`config.mk`:
```
export PLATFORM = sky130hd
export DESIGN_NAME = lcr_bank
export DESIGN_NICKNAME = d
export VERILOG_FILES = /design/src/rtl/lcr_pkg.sv /design/src/rtl/lcr_bank.sv /design/src/rtl/lcr_ldo_chan.sv /design/src/rtl/lcr_rst_timer.sv
export VERILOG_INCLUDE_DIRS = /design/src /design/src/rtl
export SDC_FILE = /design/constraint.sdc
export NUM_CORES = 1
export LEC_CHECK = 0
export ABC_AREA = 1
export BUFFER_PORTS_ARGS = -buffer_cell sky130_fd_sc_hd__clkbuf_2
export CELL_PAD_IN_SITES_DETAIL_PLACEMENT = 1
export CELL_PAD_IN_SITES_GLOBAL_PLACEMENT = 1
export CORE_AREA = 2 2 122 124
export CTS_CLUSTER_DIAMETER = 200
export DETAILED_ROUTE_END_ITERATION = 16
export DIE_AREA = 0 0 124 126
export PLACE_DENSITY_LB_ADDON = 0.1
export SETUP_SLACK_MARGIN = 0.4
export SLEW_MARGIN = 20
export SYNTH_ARGS = -nofsm -noshare
export SYNTH_HDL_FRONTEND = slang
export SYNTH_HIERARCHICAL = 1
export SYNTH_SLANG_ARGS = --single-unit
```
`constraint.sdc`:
```
create_clock -name pclk -period 2 [get_ports pclk]
set_input_delay 0.6 -clock pclk [delete_from_list [all_inputs] [get_ports pclk]]
set_output_delay 0.6 -clock pclk [all_outputs]
set_load 0.05 [all_outputs]
```
`src/rtl/lcr_map.svh`:
```
// Register indices, field positions, reset values and timing counts
`ifndef LCR_MAP_SVH
`define LCR_MAP_SVH

`define LCR_ADDR_W          12
`define LCR_IDX_SIX_VOLT    8'h60
`define LCR_IDX_SIX_CTRL    8'h61
`define LCR_IDX_SEVEN_VOLT  8'h64
`define LCR_IDX_SEVEN_CTRL  8'h65
`define LCR_IDX_IRQ_STATUS  8'h68
`define LCR_IDX_IRQ_MASK    8'h69
`define LCR_IDX_SYS_STATUS  8'h6A
`define LCR_BYTE_ADDR(i)    ({2'b00, (i), 2'b00})

`define LCR_VCODE_MSB       5
`define LCR_CTRL_EN_BIT     7
`define LCR_CTRL_DRAIN_BIT  6
`define LCR_CTRL_QUIET_BIT  5
`define LCR_CTRL_PGOOD_BIT  0
`define LCR_VCODE_RST       6'h00
`define LCR_CTRL_RST        1'b0

`define LCR_IRQ_SIX_RISE    0
`define LCR_IRQ_SIX_FALL    1
`define LCR_IRQ_SEVEN_RISE  2
`define LCR_IRQ_SEVEN_FALL  3
`define LCR_IRQ_RST_DONE    4
`define LCR_IRQ_W           5
`define LCR_IRQ_RST         5'h00

`define LCR_CLK_PERIOD_NS   100
`define LCR_RST_DELAY_US    260000
`define LCR_RST_MIN_US      227900
`define LCR_RST_MAX_US      291200
`define LCR_RST_DELAY_CYC   ((`LCR_RST_DELAY_US * 1000) / `LCR_CLK_PERIOD_NS)
`define LCR_RST_CNT_W       22

`endif

```
`src/rtl/lcr_pkg.sv`:
```
// Types shared by the regulator control bank
package lcr_pkg;
   typedef enum logic [1:0] {
      LCR_RST_WAIT,
      LCR_RST_COUNT,
      LCR_RST_DONE
   } lcr_rst_state_t;
endpackage : lcr_pkg

```
`src/rtl/lcr_bank.sv`:
```
// APB register bank for regulators six and seven and the reset output
//
// How it works
// - Voltage register: six-bit code in bits 5:0, bits 7:6 read zero.
// - Control bit 7 turns the regulator on when one, off when zero.
// - Control bit 6 lets a shut-down regulator drain its output to ground.
// - Control bit 5 selects quiet low-current mode when one.
// - Control bit 0 reads the synced power-good level, read only.
// - Reset output stays low for the full delay after supplies are good.
// - Reset output only pulls low; an external pull-up makes it high.
`timescale 1ns/100ps
`include "lcr_map.svh"
module lcr_bank #(
   parameter int unsigned RST_DELAY_CYC = `LCR_RST_DELAY_CYC,
   parameter logic [5:0]  SIX_VCODE_RST = `LCR_VCODE_RST,
   parameter logic [5:0]  SEVEN_VCODE_RST = `LCR_VCODE_RST
) (
   input  wire logic                   pclk,
   input  wire logic                   presetn,
   input  wire logic [`LCR_ADDR_W-1:0] paddr,
   input  wire logic                   psel,
   input  wire logic                   penable,
   input  wire logic                   pwrite,
   input  wire logic [31:0]            pwdata,
   input  wire logic [3:0]             pstrb,
   output logic      [31:0]            prdata,
   output logic                        pready,
   output logic                        pslverr,
   output logic                        irq,
   input  wire logic                   ldo_six_pgood_in,
   input  wire logic                   ldo_seven_pgood_in,
   output logic      [5:0]             ldo_six_voltage_code,
   output logic                        ldo_six_enable,
   output logic                        ldo_six_shutdown_drain,
   output logic                        ldo_six_quiet_supply_mode,
   output logic      [5:0]             ldo_seven_voltage_code,
   output logic                        ldo_seven_enable,
   output logic                        ldo_seven_shutdown_drain,
   output logic                        ldo_seven_quiet_supply_mode,
   input  wire logic                   reset_out_n_in,
   output logic                        reset_out_n_out,
   output logic                        reset_out_n_oe
);
   localparam int IW = `LCR_IRQ_W;

   // Address decode
   wire setup    = psel & ~penable;
   wire access   = psel & penable;
   wire hit_v6   = (paddr == `LCR_BYTE_ADDR(`LCR_IDX_SIX_VOLT));
   wire hit_c6   = (paddr == `LCR_BYTE_ADDR(`LCR_IDX_SIX_CTRL));
   wire hit_v7   = (paddr == `LCR_BYTE_ADDR(`LCR_IDX_SEVEN_VOLT));
   wire hit_c7   = (paddr == `LCR_BYTE_ADDR(`LCR_IDX_SEVEN_CTRL));
   wire hit_ist  = (paddr == `LCR_BYTE_ADDR(`LCR_IDX_IRQ_STATUS));
   wire hit_imk  = (paddr == `LCR_BYTE_ADDR(`LCR_IDX_IRQ_MASK));
   wire hit_sys  = (paddr == `LCR_BYTE_ADDR(`LCR_IDX_SYS_STATUS));
   wire hit_any  = hit_v6 | hit_c6 | hit_v7 | hit_c7 | hit_ist | hit_imk | hit_sys;
   // Only byte lane 0 carries data; a write without it is a no-op
   wire wr_ok    = access & pwrite & hit_any & pstrb[0];
   wire wr_v6    = wr_ok & hit_v6;
   wire wr_c6    = wr_ok & hit_c6;
   wire wr_v7    = wr_ok & hit_v7;
   wire wr_c7    = wr_ok & hit_c7;
   wire wr_ist   = wr_ok & hit_ist;
   wire wr_imk   = wr_ok & hit_imk;
   wire [7:0] wbyte = pwdata[7:0];

   // Channel state
   logic [7:0] v6_rd, c6_rd, v7_rd, c7_rd;
   logic       pg6, pg7, pg6_rise, pg6_fall, pg7_rise, pg7_fall;
   logic       hold_low, rst_done;

   lcr_ldo_chan #(
      .VCODE_RST (SIX_VCODE_RST)
   ) u_six (
      .pclk         (pclk),
      .presetn      (presetn),
      .wr_volt      (wr_v6),
      .wr_ctrl      (wr_c6),
      .wdata        (wbyte),
      .pgood_raw    (ldo_six_pgood_in),
      .voltage_code (ldo_six_voltage_code),
      .enable       (ldo_six_enable),
      .drain_on     (ldo_six_shutdown_drain),
      .quiet        (ldo_six_quiet_supply_mode),
      .pgood        (pg6),
      .volt_rd      (v6_rd),
      .ctrl_rd      (c6_rd),
      .pg_rise      (pg6_rise),
      .pg_fall      (pg6_fall)
   );

   lcr_ldo_chan #(
      .VCODE_RST (SEVEN_VCODE_RST)
   ) u_seven (
      .pclk         (pclk),
      .presetn      (presetn),
      .wr_volt      (wr_v7),
      .wr_ctrl      (wr_c7),
      .wdata        (wbyte),
      .pgood_raw    (ldo_seven_pgood_in),
      .voltage_code (ldo_seven_voltage_code),
      .enable       (ldo_seven_enable),
      .drain_on     (ldo_seven_shutdown_drain),
      .quiet        (ldo_seven_quiet_supply_mode),
      .pgood        (pg7),
      .volt_rd      (v7_rd),
      .ctrl_rd      (c7_rd),
      .pg_rise      (pg7_rise),
      .pg_fall      (pg7_fall)
   );

   // A disabled regulator does not block the reset release
   wire power_ok = (~ldo_six_enable | pg6) & (~ldo_seven_enable | pg7);

   lcr_rst_timer #(
      .DELAY_CYC (RST_DELAY_CYC)
   ) u_rst (
      .pclk     (pclk),
      .presetn  (presetn),
      .power_ok (power_ok),
      .hold_low (hold_low),
      .released (rst_done)
   );

   // Open-drain: drive value is always low, enable alone decides
   assign reset_out_n_out = 1'b0;
   assign reset_out_n_oe  = hold_low;

   // Pin readback; the line is outside pclk's domain
   logic pin_meta_q, pin_q;
   always_ff @(posedge pclk or negedge presetn) begin
      if (!presetn) begin
         pin_meta_q <= 1'b0;
         pin_q      <= 1'b0;
      end else begin
         pin_meta_q <= reset_out_n_in;
         pin_q      <= pin_meta_q;
      end
   end

   // Interrupt status and mask
   logic [IW-1:0] ist_q, imk_q;
   wire  [IW-1:0] ev_set = {rst_done, pg7_fall, pg7_rise, pg6_fall, pg6_rise};
   wire  [IW-1:0] ev_clr = wr_ist ? wbyte[IW-1:0] : '0;
   // Set beats clear so an event in the clearing cycle survives
   wire  [IW-1:0] ist_d  = (ist_q & ~ev_clr) | ev_set;

   always_ff @(posedge pclk or negedge presetn) begin
      if (!presetn) begin
         ist_q <= `LCR_IRQ_RST;
         imk_q <= `LCR_IRQ_RST;
      end else begin
         ist_q <= ist_d;
         if (wr_imk) begin
            imk_q <= wbyte[IW-1:0];
         end
      end
   end

   assign irq = |(ist_q & imk_q);

   // Read data is captured in the setup phase so prdata comes from a flop
   wire [7:0] sys_rd = {5'h00, hold_low, power_ok, pin_q};
   wire [7:0] rd_byte =
      hit_v6  ? v6_rd :
      hit_c6  ? c6_rd :
      hit_v7  ? v7_rd :
      hit_c7  ? c7_rd :
      hit_ist ? {{(8-IW){1'b0}}, ist_q} :
      hit_imk ? {{(8-IW){1'b0}}, imk_q} :
      hit_sys ? sys_rd : 8'h00;
   logic [31:0] prdata_q;

   always_ff @(posedge pclk or negedge presetn) begin
      if (!presetn) begin
         prdata_q <= 32'h0000_0000;
      end else if (setup & ~pwrite) begin
         prdata_q <= {24'h00_0000, rd_byte};
      end
   end

   assign prdata  = prdata_q;
   assign pready  = 1'b1;
   assign pslverr = access & ~hit_any;

   wire rd_acc = access & ~pwrite;
endmodule : lcr_bank

```
`src/rtl/lcr_ldo_chan.sv`:
```
// One regulator's voltage and control registers with power-good sync
`timescale 1ns/100ps
`include "lcr_map.svh"
module lcr_ldo_chan #(
   parameter logic [5:0] VCODE_RST = `LCR_VCODE_RST
) (
   input  wire logic       pclk,
   input  wire logic       presetn,
   input  wire logic       wr_volt,
   input  wire logic       wr_ctrl,
   input  wire logic [7:0] wdata,
   input  wire logic       pgood_raw,
   output logic      [5:0] voltage_code,
   output logic            enable,
   output logic            drain_on,
   output logic            quiet,
   output logic            pgood,
   output logic      [7:0] volt_rd,
   output logic      [7:0] ctrl_rd,
   output logic            pg_rise,
   output logic            pg_fall
);
   logic [5:0] vcode_q;
   logic       en_q, drain_en_q, quiet_q, drain_on_q;
   logic       pg_meta_q, pg_q, pg_old_q;
   wire        en_d    = wr_ctrl ? wdata[`LCR_CTRL_EN_BIT] : en_q;
   wire        drain_d = wr_ctrl ? wdata[`LCR_CTRL_DRAIN_BIT] : drain_en_q;

   always_ff @(posedge pclk or negedge presetn) begin
      if (!presetn) begin
         vcode_q    <= VCODE_RST;
         en_q       <= `LCR_CTRL_RST;
         drain_en_q <= `LCR_CTRL_RST;
         quiet_q    <= `LCR_CTRL_RST;
         drain_on_q <= `LCR_CTRL_RST;
      end else begin
         if (wr_volt) begin
            vcode_q <= wdata[`LCR_VCODE_MSB:0];
         end
         en_q       <= en_d;
         drain_en_q <= drain_d;
         drain_on_q <= drain_d & ~en_d;
         if (wr_ctrl) begin
            quiet_q <= wdata[`LCR_CTRL_QUIET_BIT];
         end
      end
   end

   // Analog comparator is asynchronous to pclk
   always_ff @(posedge pclk or negedge presetn) begin
      if (!presetn) begin
         pg_meta_q <= 1'b0;
         pg_q      <= 1'b0;
         pg_old_q  <= 1'b0;
      end else begin
         pg_meta_q <= pgood_raw;
         pg_q      <= pg_meta_q;
         pg_old_q  <= pg_q;
      end
   end

   assign voltage_code = vcode_q;
   assign enable       = en_q;
   assign drain_on     = drain_on_q;
   assign quiet        = quiet_q;
   assign pgood        = pg_q;
   assign pg_rise      = pg_q & ~pg_old_q;
   assign pg_fall      = ~pg_q & pg_old_q;
   assign volt_rd      = {2'b00, vcode_q};
   assign ctrl_rd      = {en_q, drain_en_q, quiet_q, 4'h0, pg_q};
endmodule : lcr_ldo_chan

```
`src/rtl/lcr_rst_timer.sv`:
```
// Hold timer for the open-drain reset output
`timescale 1ns/100ps
`include "lcr_map.svh"
module lcr_rst_timer #(
   parameter int unsigned DELAY_CYC = `LCR_RST_DELAY_CYC
) (
   input  wire logic pclk,
   input  wire logic presetn,
   input  wire logic power_ok,
   output logic      hold_low,
   output logic      released
);
   localparam int CW = `LCR_RST_CNT_W;
   lcr_pkg::lcr_rst_state_t state_q, state_d;
   logic [CW-1:0] cnt_q, cnt_d;
   logic          hold_q, rel_q;
   wire           last = (cnt_q == CW'(DELAY_CYC - 1));

   always_comb begin
      state_d = state_q;
      cnt_d   = cnt_q;
      case (state_q)
         lcr_pkg::LCR_RST_WAIT: begin
            cnt_d = '0;
            if (power_ok) begin
               state_d = lcr_pkg::LCR_RST_COUNT;
            end
         end
         lcr_pkg::LCR_RST_COUNT: begin
            // Supply dip restarts the full delay
            if (!power_ok) begin
               state_d = lcr_pkg::LCR_RST_WAIT;
            end else if (last) begin
               state_d = lcr_pkg::LCR_RST_DONE;
            end else begin
               cnt_d = cnt_q + CW'(1);
            end
         end
         lcr_pkg::LCR_RST_DONE: begin
            if (!power_ok) begin
               state_d = lcr_pkg::LCR_RST_WAIT;
            end
         end
         default: state_d = lcr_pkg::LCR_RST_WAIT;
      endcase
   end

   always_ff @(posedge pclk or negedge presetn) begin
      if (!presetn) begin
         state_q <= lcr_pkg::LCR_RST_WAIT;
         cnt_q   <= '0;
         hold_q  <= 1'b1;
         rel_q   <= 1'b0;
      end else begin
         state_q <= state_d;
         cnt_q   <= cnt_d;
         hold_q  <= (state_d != lcr_pkg::LCR_RST_DONE);
         rel_q   <= (state_q == lcr_pkg::LCR_RST_COUNT) && (state_d == lcr_pkg::LCR_RST_DONE);
      end
   end

   assign hold_low = hold_q;
   assign released = rel_q;
endmodule : lcr_rst_timer

```
Word-level counts from Yosys, hierarchy flattened
Cells that the tools add are included.

operators by class
  add/sub/neg operators = 1
  equality and inequality tests = 14
  muxes and demuxes = 20
  bitwise operators = 43
  reductions and logical operators = 5

operator list
  cell                   count
  $eq 12x9->1 const B    7
  $mux 22                2
  $pmux 22 s2            1
  $mux 8                 4
  $add 22x1->22 const B  1
  $eq 22x22->1 const B   1
  $and 1x1->1            20
  $mux 5                 3
  $not 1->1              11
  $and 5x5->5            2
  $mux 2                 4
  $or 1x1->1             8
  $pmux 2 s3             1
  $not 5->5              1
  $or 5x5->5             1
  $reduce_or 5->1        1
  $eq 2x2->1 const B     2
  $mux 1                 4
  $ne 2x2->1 const B     2
  $mux 3                 1
  $reduce_and 3->1       1
  $eq 2x1->1 const B     1
  $logic_not 2->1        1
  $ne 2x1->1 const B     1
  2 further kinds        2

storage, ports and cells
  register bits after elaboration = 72
  input bits = 56
  output and inout bits = 55
  word-level logic and storage cells = 108

Depth between registers and ports, before layout
  depth in word-level cells = 14
  gate-level depth with buffers = 14
  mapped depth without buffers = 14

By module
The synthesis kept the hierarchy.

modules (own cells, without submodules)
  module         instances  cells each  area an instance (um2)  seq. area each (um2)
  lcr_bank       1          259         1,734.2                 500.5
  lcr_rst_timer  1          245         1,651.6                 651.9
  lcr_ldo_chan   2          67          606.8                   325.3

Worst setup path after synthesis
Ideal clock, no wire load.

  path type = input to output
  start = input port paddr[7]
  end = output port pslverr
  arrival time = 1.857 ns
  data required time = 1.400 ns
  path slack = -0.457 ns
  stages on the path = 9
  buffers on the path = 0
  cells stage by stage = inv_1 nor2_4 nand3_2 inv_2 nand2_1 nand2_1 inv_2 nand3_4 nor2_1

on the way
  cells in the longest elaborated chain, start to end = 9
  elaborated cells between the ends (all ways) = 15
  classes of those cells = eq/ne: 7; bitwise: 8

ends and longest elaborated chain
  element                   line             RTL
  start, declared           lcr_bank.sv:20   input wire logic [`LCR_ADDR_W-1:0] paddr,
  $eq 12x9->1 (no line)     -
  $or 1x1->1 (5 in series)  lcr_bank.sv:56   wire hit_any = hit_v6 | hit_c6 | hit_v7 | hit_c7 | hit_ist | hit_imk | hit_sys;
  $or 1x1->1 *              lcr_bank.sv:56
  $not 1->1 *               lcr_bank.sv:184  assign pslverr = access & ~hit_any;
  $and 1x1->1 *             lcr_bank.sv:184
  end, declared             lcr_bank.sv:28   output logic pslverr,

Every way passes the cells marked *; elsewhere a longest branch is shown, timed or not.

Worst setup path after layout
  start = input port paddr[1]
  end = output port pslverr

Same word-level chain as after synthesis.

==> results.md <==
* Status: complete, but fails checks
* Failing checks: setup timing
* Via Count at approximately 4,500
* Number of global-route vias before repair at around 4,700
* CORE AREA at approximately 0.014 mm²
* Max FO, Critical Path at 4
* Post-route minimum period at roughly 2.3 ns
* Clock Latency Late Sink at ~0.35 ns
* Routed wire length per instance at between 15 and 20 µm
* Mean Syn Cell Area at just over 7 µm²
* Fin Clk Skew at roughly 0.0044 ns
* Fraction of layout cells with a size suffix above 1 at 0.404
* Remaining DRCs at 0
* Yosys top cell by area: dfrtp_1
* CTS tree: done
* Hold crit path type: primary input to async pin
* Clk sink count at 72
* Max cap viols at 0
* Critical Path End Type: output pin
* Worst VDD drop at ~0.00044 V
* P_sw at 0.00117 W
* Max Clk Rate at between 0.4 and 0.5 GHz
* Clk buf depth at 2
* Area Overhead vs Synth at 42.1%
* Flop pwr share at 0.433
* Sequential area share after synthesis at 0.392
* Net count, final at ~830
* H-tree depth at 3
* Asr flop ratio synth at 1.00
* CTS root buf: clkbuf_16
* Cell variety after synth at 35
* DR pass1 iterations at 5
* Final setup vio count at 2
* Largest net degree at the start of global routing at 33
* Most numerous cell in the Yosys netlist: nand2_1
* Top post-synthesis cells by area: dfrtp_1 (39%), nand2_1 (15%), buf_4 (10%)
* RSZ-0062 raised after global routing: true
* Critical path type: primary input to output pin
* Global Route Usage Sum at 0.196
* Pre-CTS setup slack at -0.412 ns
* Worst setup SP type: primary input
* Ports at ~110
* Pwr Total at 0.00377 W
* Final hold vios at 0
* Synthesized area at roughly 0.0046 mm²
* Synth top cells by count: nand2_1 (187), dfrtp_1 (71), inv_1 (67), nor2_1 (65), buf_4 (63)
* DR iter-0 viols at 140
* Post-synth EDFFs at 0
* Antenna diodes at 0
* Hold_buf cts at 0
* Port buffer count at 57
* Number of vias per cell at 4.64
* Final Cycle Share at 1.15
* Synthesis Warnings at 6
* Pint at around 0.0026 W
* Initial Utilization at 0.321
* DP Wirelength at roughly 10,000 µm
* Final setup margin at -0.302 ns
* Post-Syn Instances at 638
* Yosys reg bits at 72
* Top-area cell type share of the netlist area at 0.386
* Gr ovfl total at 0
* GPL Wtd Cong at 0.798
* Final WL at around 15,000 µm
* Worst path required time at between 1 and 1.5 ns
* Cell area power density at approximately 580 mW/mm²
* Die Footprint at between 0.015 and 0.02 mm²
* Arr. time, crit path at ~1.7 ns
* Initial antenna violation count at 0
* Predominant post-synthesis flop cell: dfrtp_1
* Clock transition at the registers of the reported paths at 0.06 ns
* Sw Share at 0.311
* Die Wd at between 100 and 150 µm
* WHS at between 0.15 and 0.2 ns
* First-pass GRT wire length at 23,600 µm
* Fill cells at 1,756
* Clock Power Share at 0.416
* Final Max Slew Viols at 0
* Leak at approximately 3.2 nW
* Combinational power share at 0.152
* Total CTS buffers at 9
* Detail Route Antenna Nets at 0
* Row cnt at 44
* Die height at between 100 and 150 µm
flip-flops by register name, indices dropped and copies added (netlist names), 2 cells and up:
| signal | flops |
|---|---|
| u_six/voltage_code | 6 |
| prdata | 8 |
| ist_q | 5 |
| u_rst/cnt_q | 22 |
| u_rst/state_q | 2 |
| imk_q | 5 |
| u_seven/voltage_code | 6 |
cell type report:
class / count / area (µm²) / area share
multi-input combinational: 456 / 2580 / 0.395
sequential: 72 / 1810 / 0.277
timing repair buffer: 156 / 1320 / 0.202
inverter: 79 / 309 / 0.0473
clock buffer: 10 / 239 / 0.0366
tap: 184 / 230 / 0.0352
clock inverter: 6 / 42.5 / 0.00651
routing by layer:
metal / GRT usage / part of all wire / vias to the layer above
met3: 0.0322 / 0.024 / 16
met4: 0.0635 / 0.016 / 0
met2: 0.363 / 0.54 / 69
met1: 0.227 / 0.42 / 2197
met5: 0 / 0 / -
li1: - / - / 2191
stage by stage:
stage / instances / area [µm²] / TNS (ns) / utilization
after floorplan: 672 / 4770 / -0.0477 / -
after detailed placement: 896 / 5200 / -5.37 / 0.363
after global routing: 963 / 6540 / -1.16 / 0.457
after global placement: 896 / 5200 / -4.33 / 0.363
after CTS: 945 / 6190 / -0.411 / 0.432
final: 963 / 6540 / -0.565 / 0.457
critical path, stage by stage:
cell and delay, ns:
buf_6 0.10, buf_6 0.11, nor2_4 0.15, nand2_4 0.11
inv_4 0.10, nand2_4 0.06, nor2_4 0.13, nor2_4 0.06
nand3_4 0.09, nor2_4 0.04, buf_8 0.14
placed cells by master (no fill, tap or decap), drive strengths merged:
master	netlist	layout
inv	78	79
nand3	47	48
dfrtp	71	71
o21bai	5	5
a21oi	8	8
buf	65	118
clkbuf	1	48
a21o	5	5
xor2	5	5
nand4	20	20
clkinvlp	0	2
or2	3	3
nor3	6	6
conb	4	38
nor2	79	79
nand2	197	197
dfstp	1	1
ha	1	1
a221oi	1	1
o21a	1	1
o21ai	35	35
clkinv	1	4
a21boi	1	1
o211ai	3	3
power groups by stage:
stage               registers, W  logic [W]  clock network (W)
global route             0.00164   0.000630            0.00167
detailed placement       0.00165   0.000469                  0
CTS                      0.00163   0.000512            0.00161
finish                   0.00163   0.000572            0.00157
global placement         0.00165   0.000456                  0
floorplan                0.00164   0.000362                  0
repair_timing:
item / CTS / global route
hold endpoints to repair: 0 / 0
gates cloned: 3 / 0
resized for setup: 117 / 86
pin swaps: 40 / 18
buffers inserted: 30 / 18
setup endpoints to repair: 74 / 82
cells by family (layout without fill, tap and decap cells):
kind of cell	count (synthesis)	after routing	synth area share
other	4	38	0.00326
adder cells (fa/ha/maj)	1	1	0.00272
AO/OA/AOI/OAI	59	59	0.0740
buffers and inverters	145	251	0.172
flip-flops	72	72	0.392
AND/OR/NAND/NOR	352	353	0.347
XOR/XNOR	5	5	0.00952
worst paths after layout:
kind,to,depth (start not counted),start,slack [ns]
max in group asynchronous,u_six/enable,2,presetn,1.22
worst max register to register,prdata[1],11,u_six/pgood,0.48
worst min register to register,pin_q,0,pin_meta_q,0.36
worst min-delay path,u_seven/voltage_code[2],1,presetn,0.17
min in group pclk,pin_meta_q,1,reset_out_n_in,0.35
worst max-delay path,pslverr,11,paddr[1],-0.30
No activity file was read; power rests on OpenSTA's default activity.
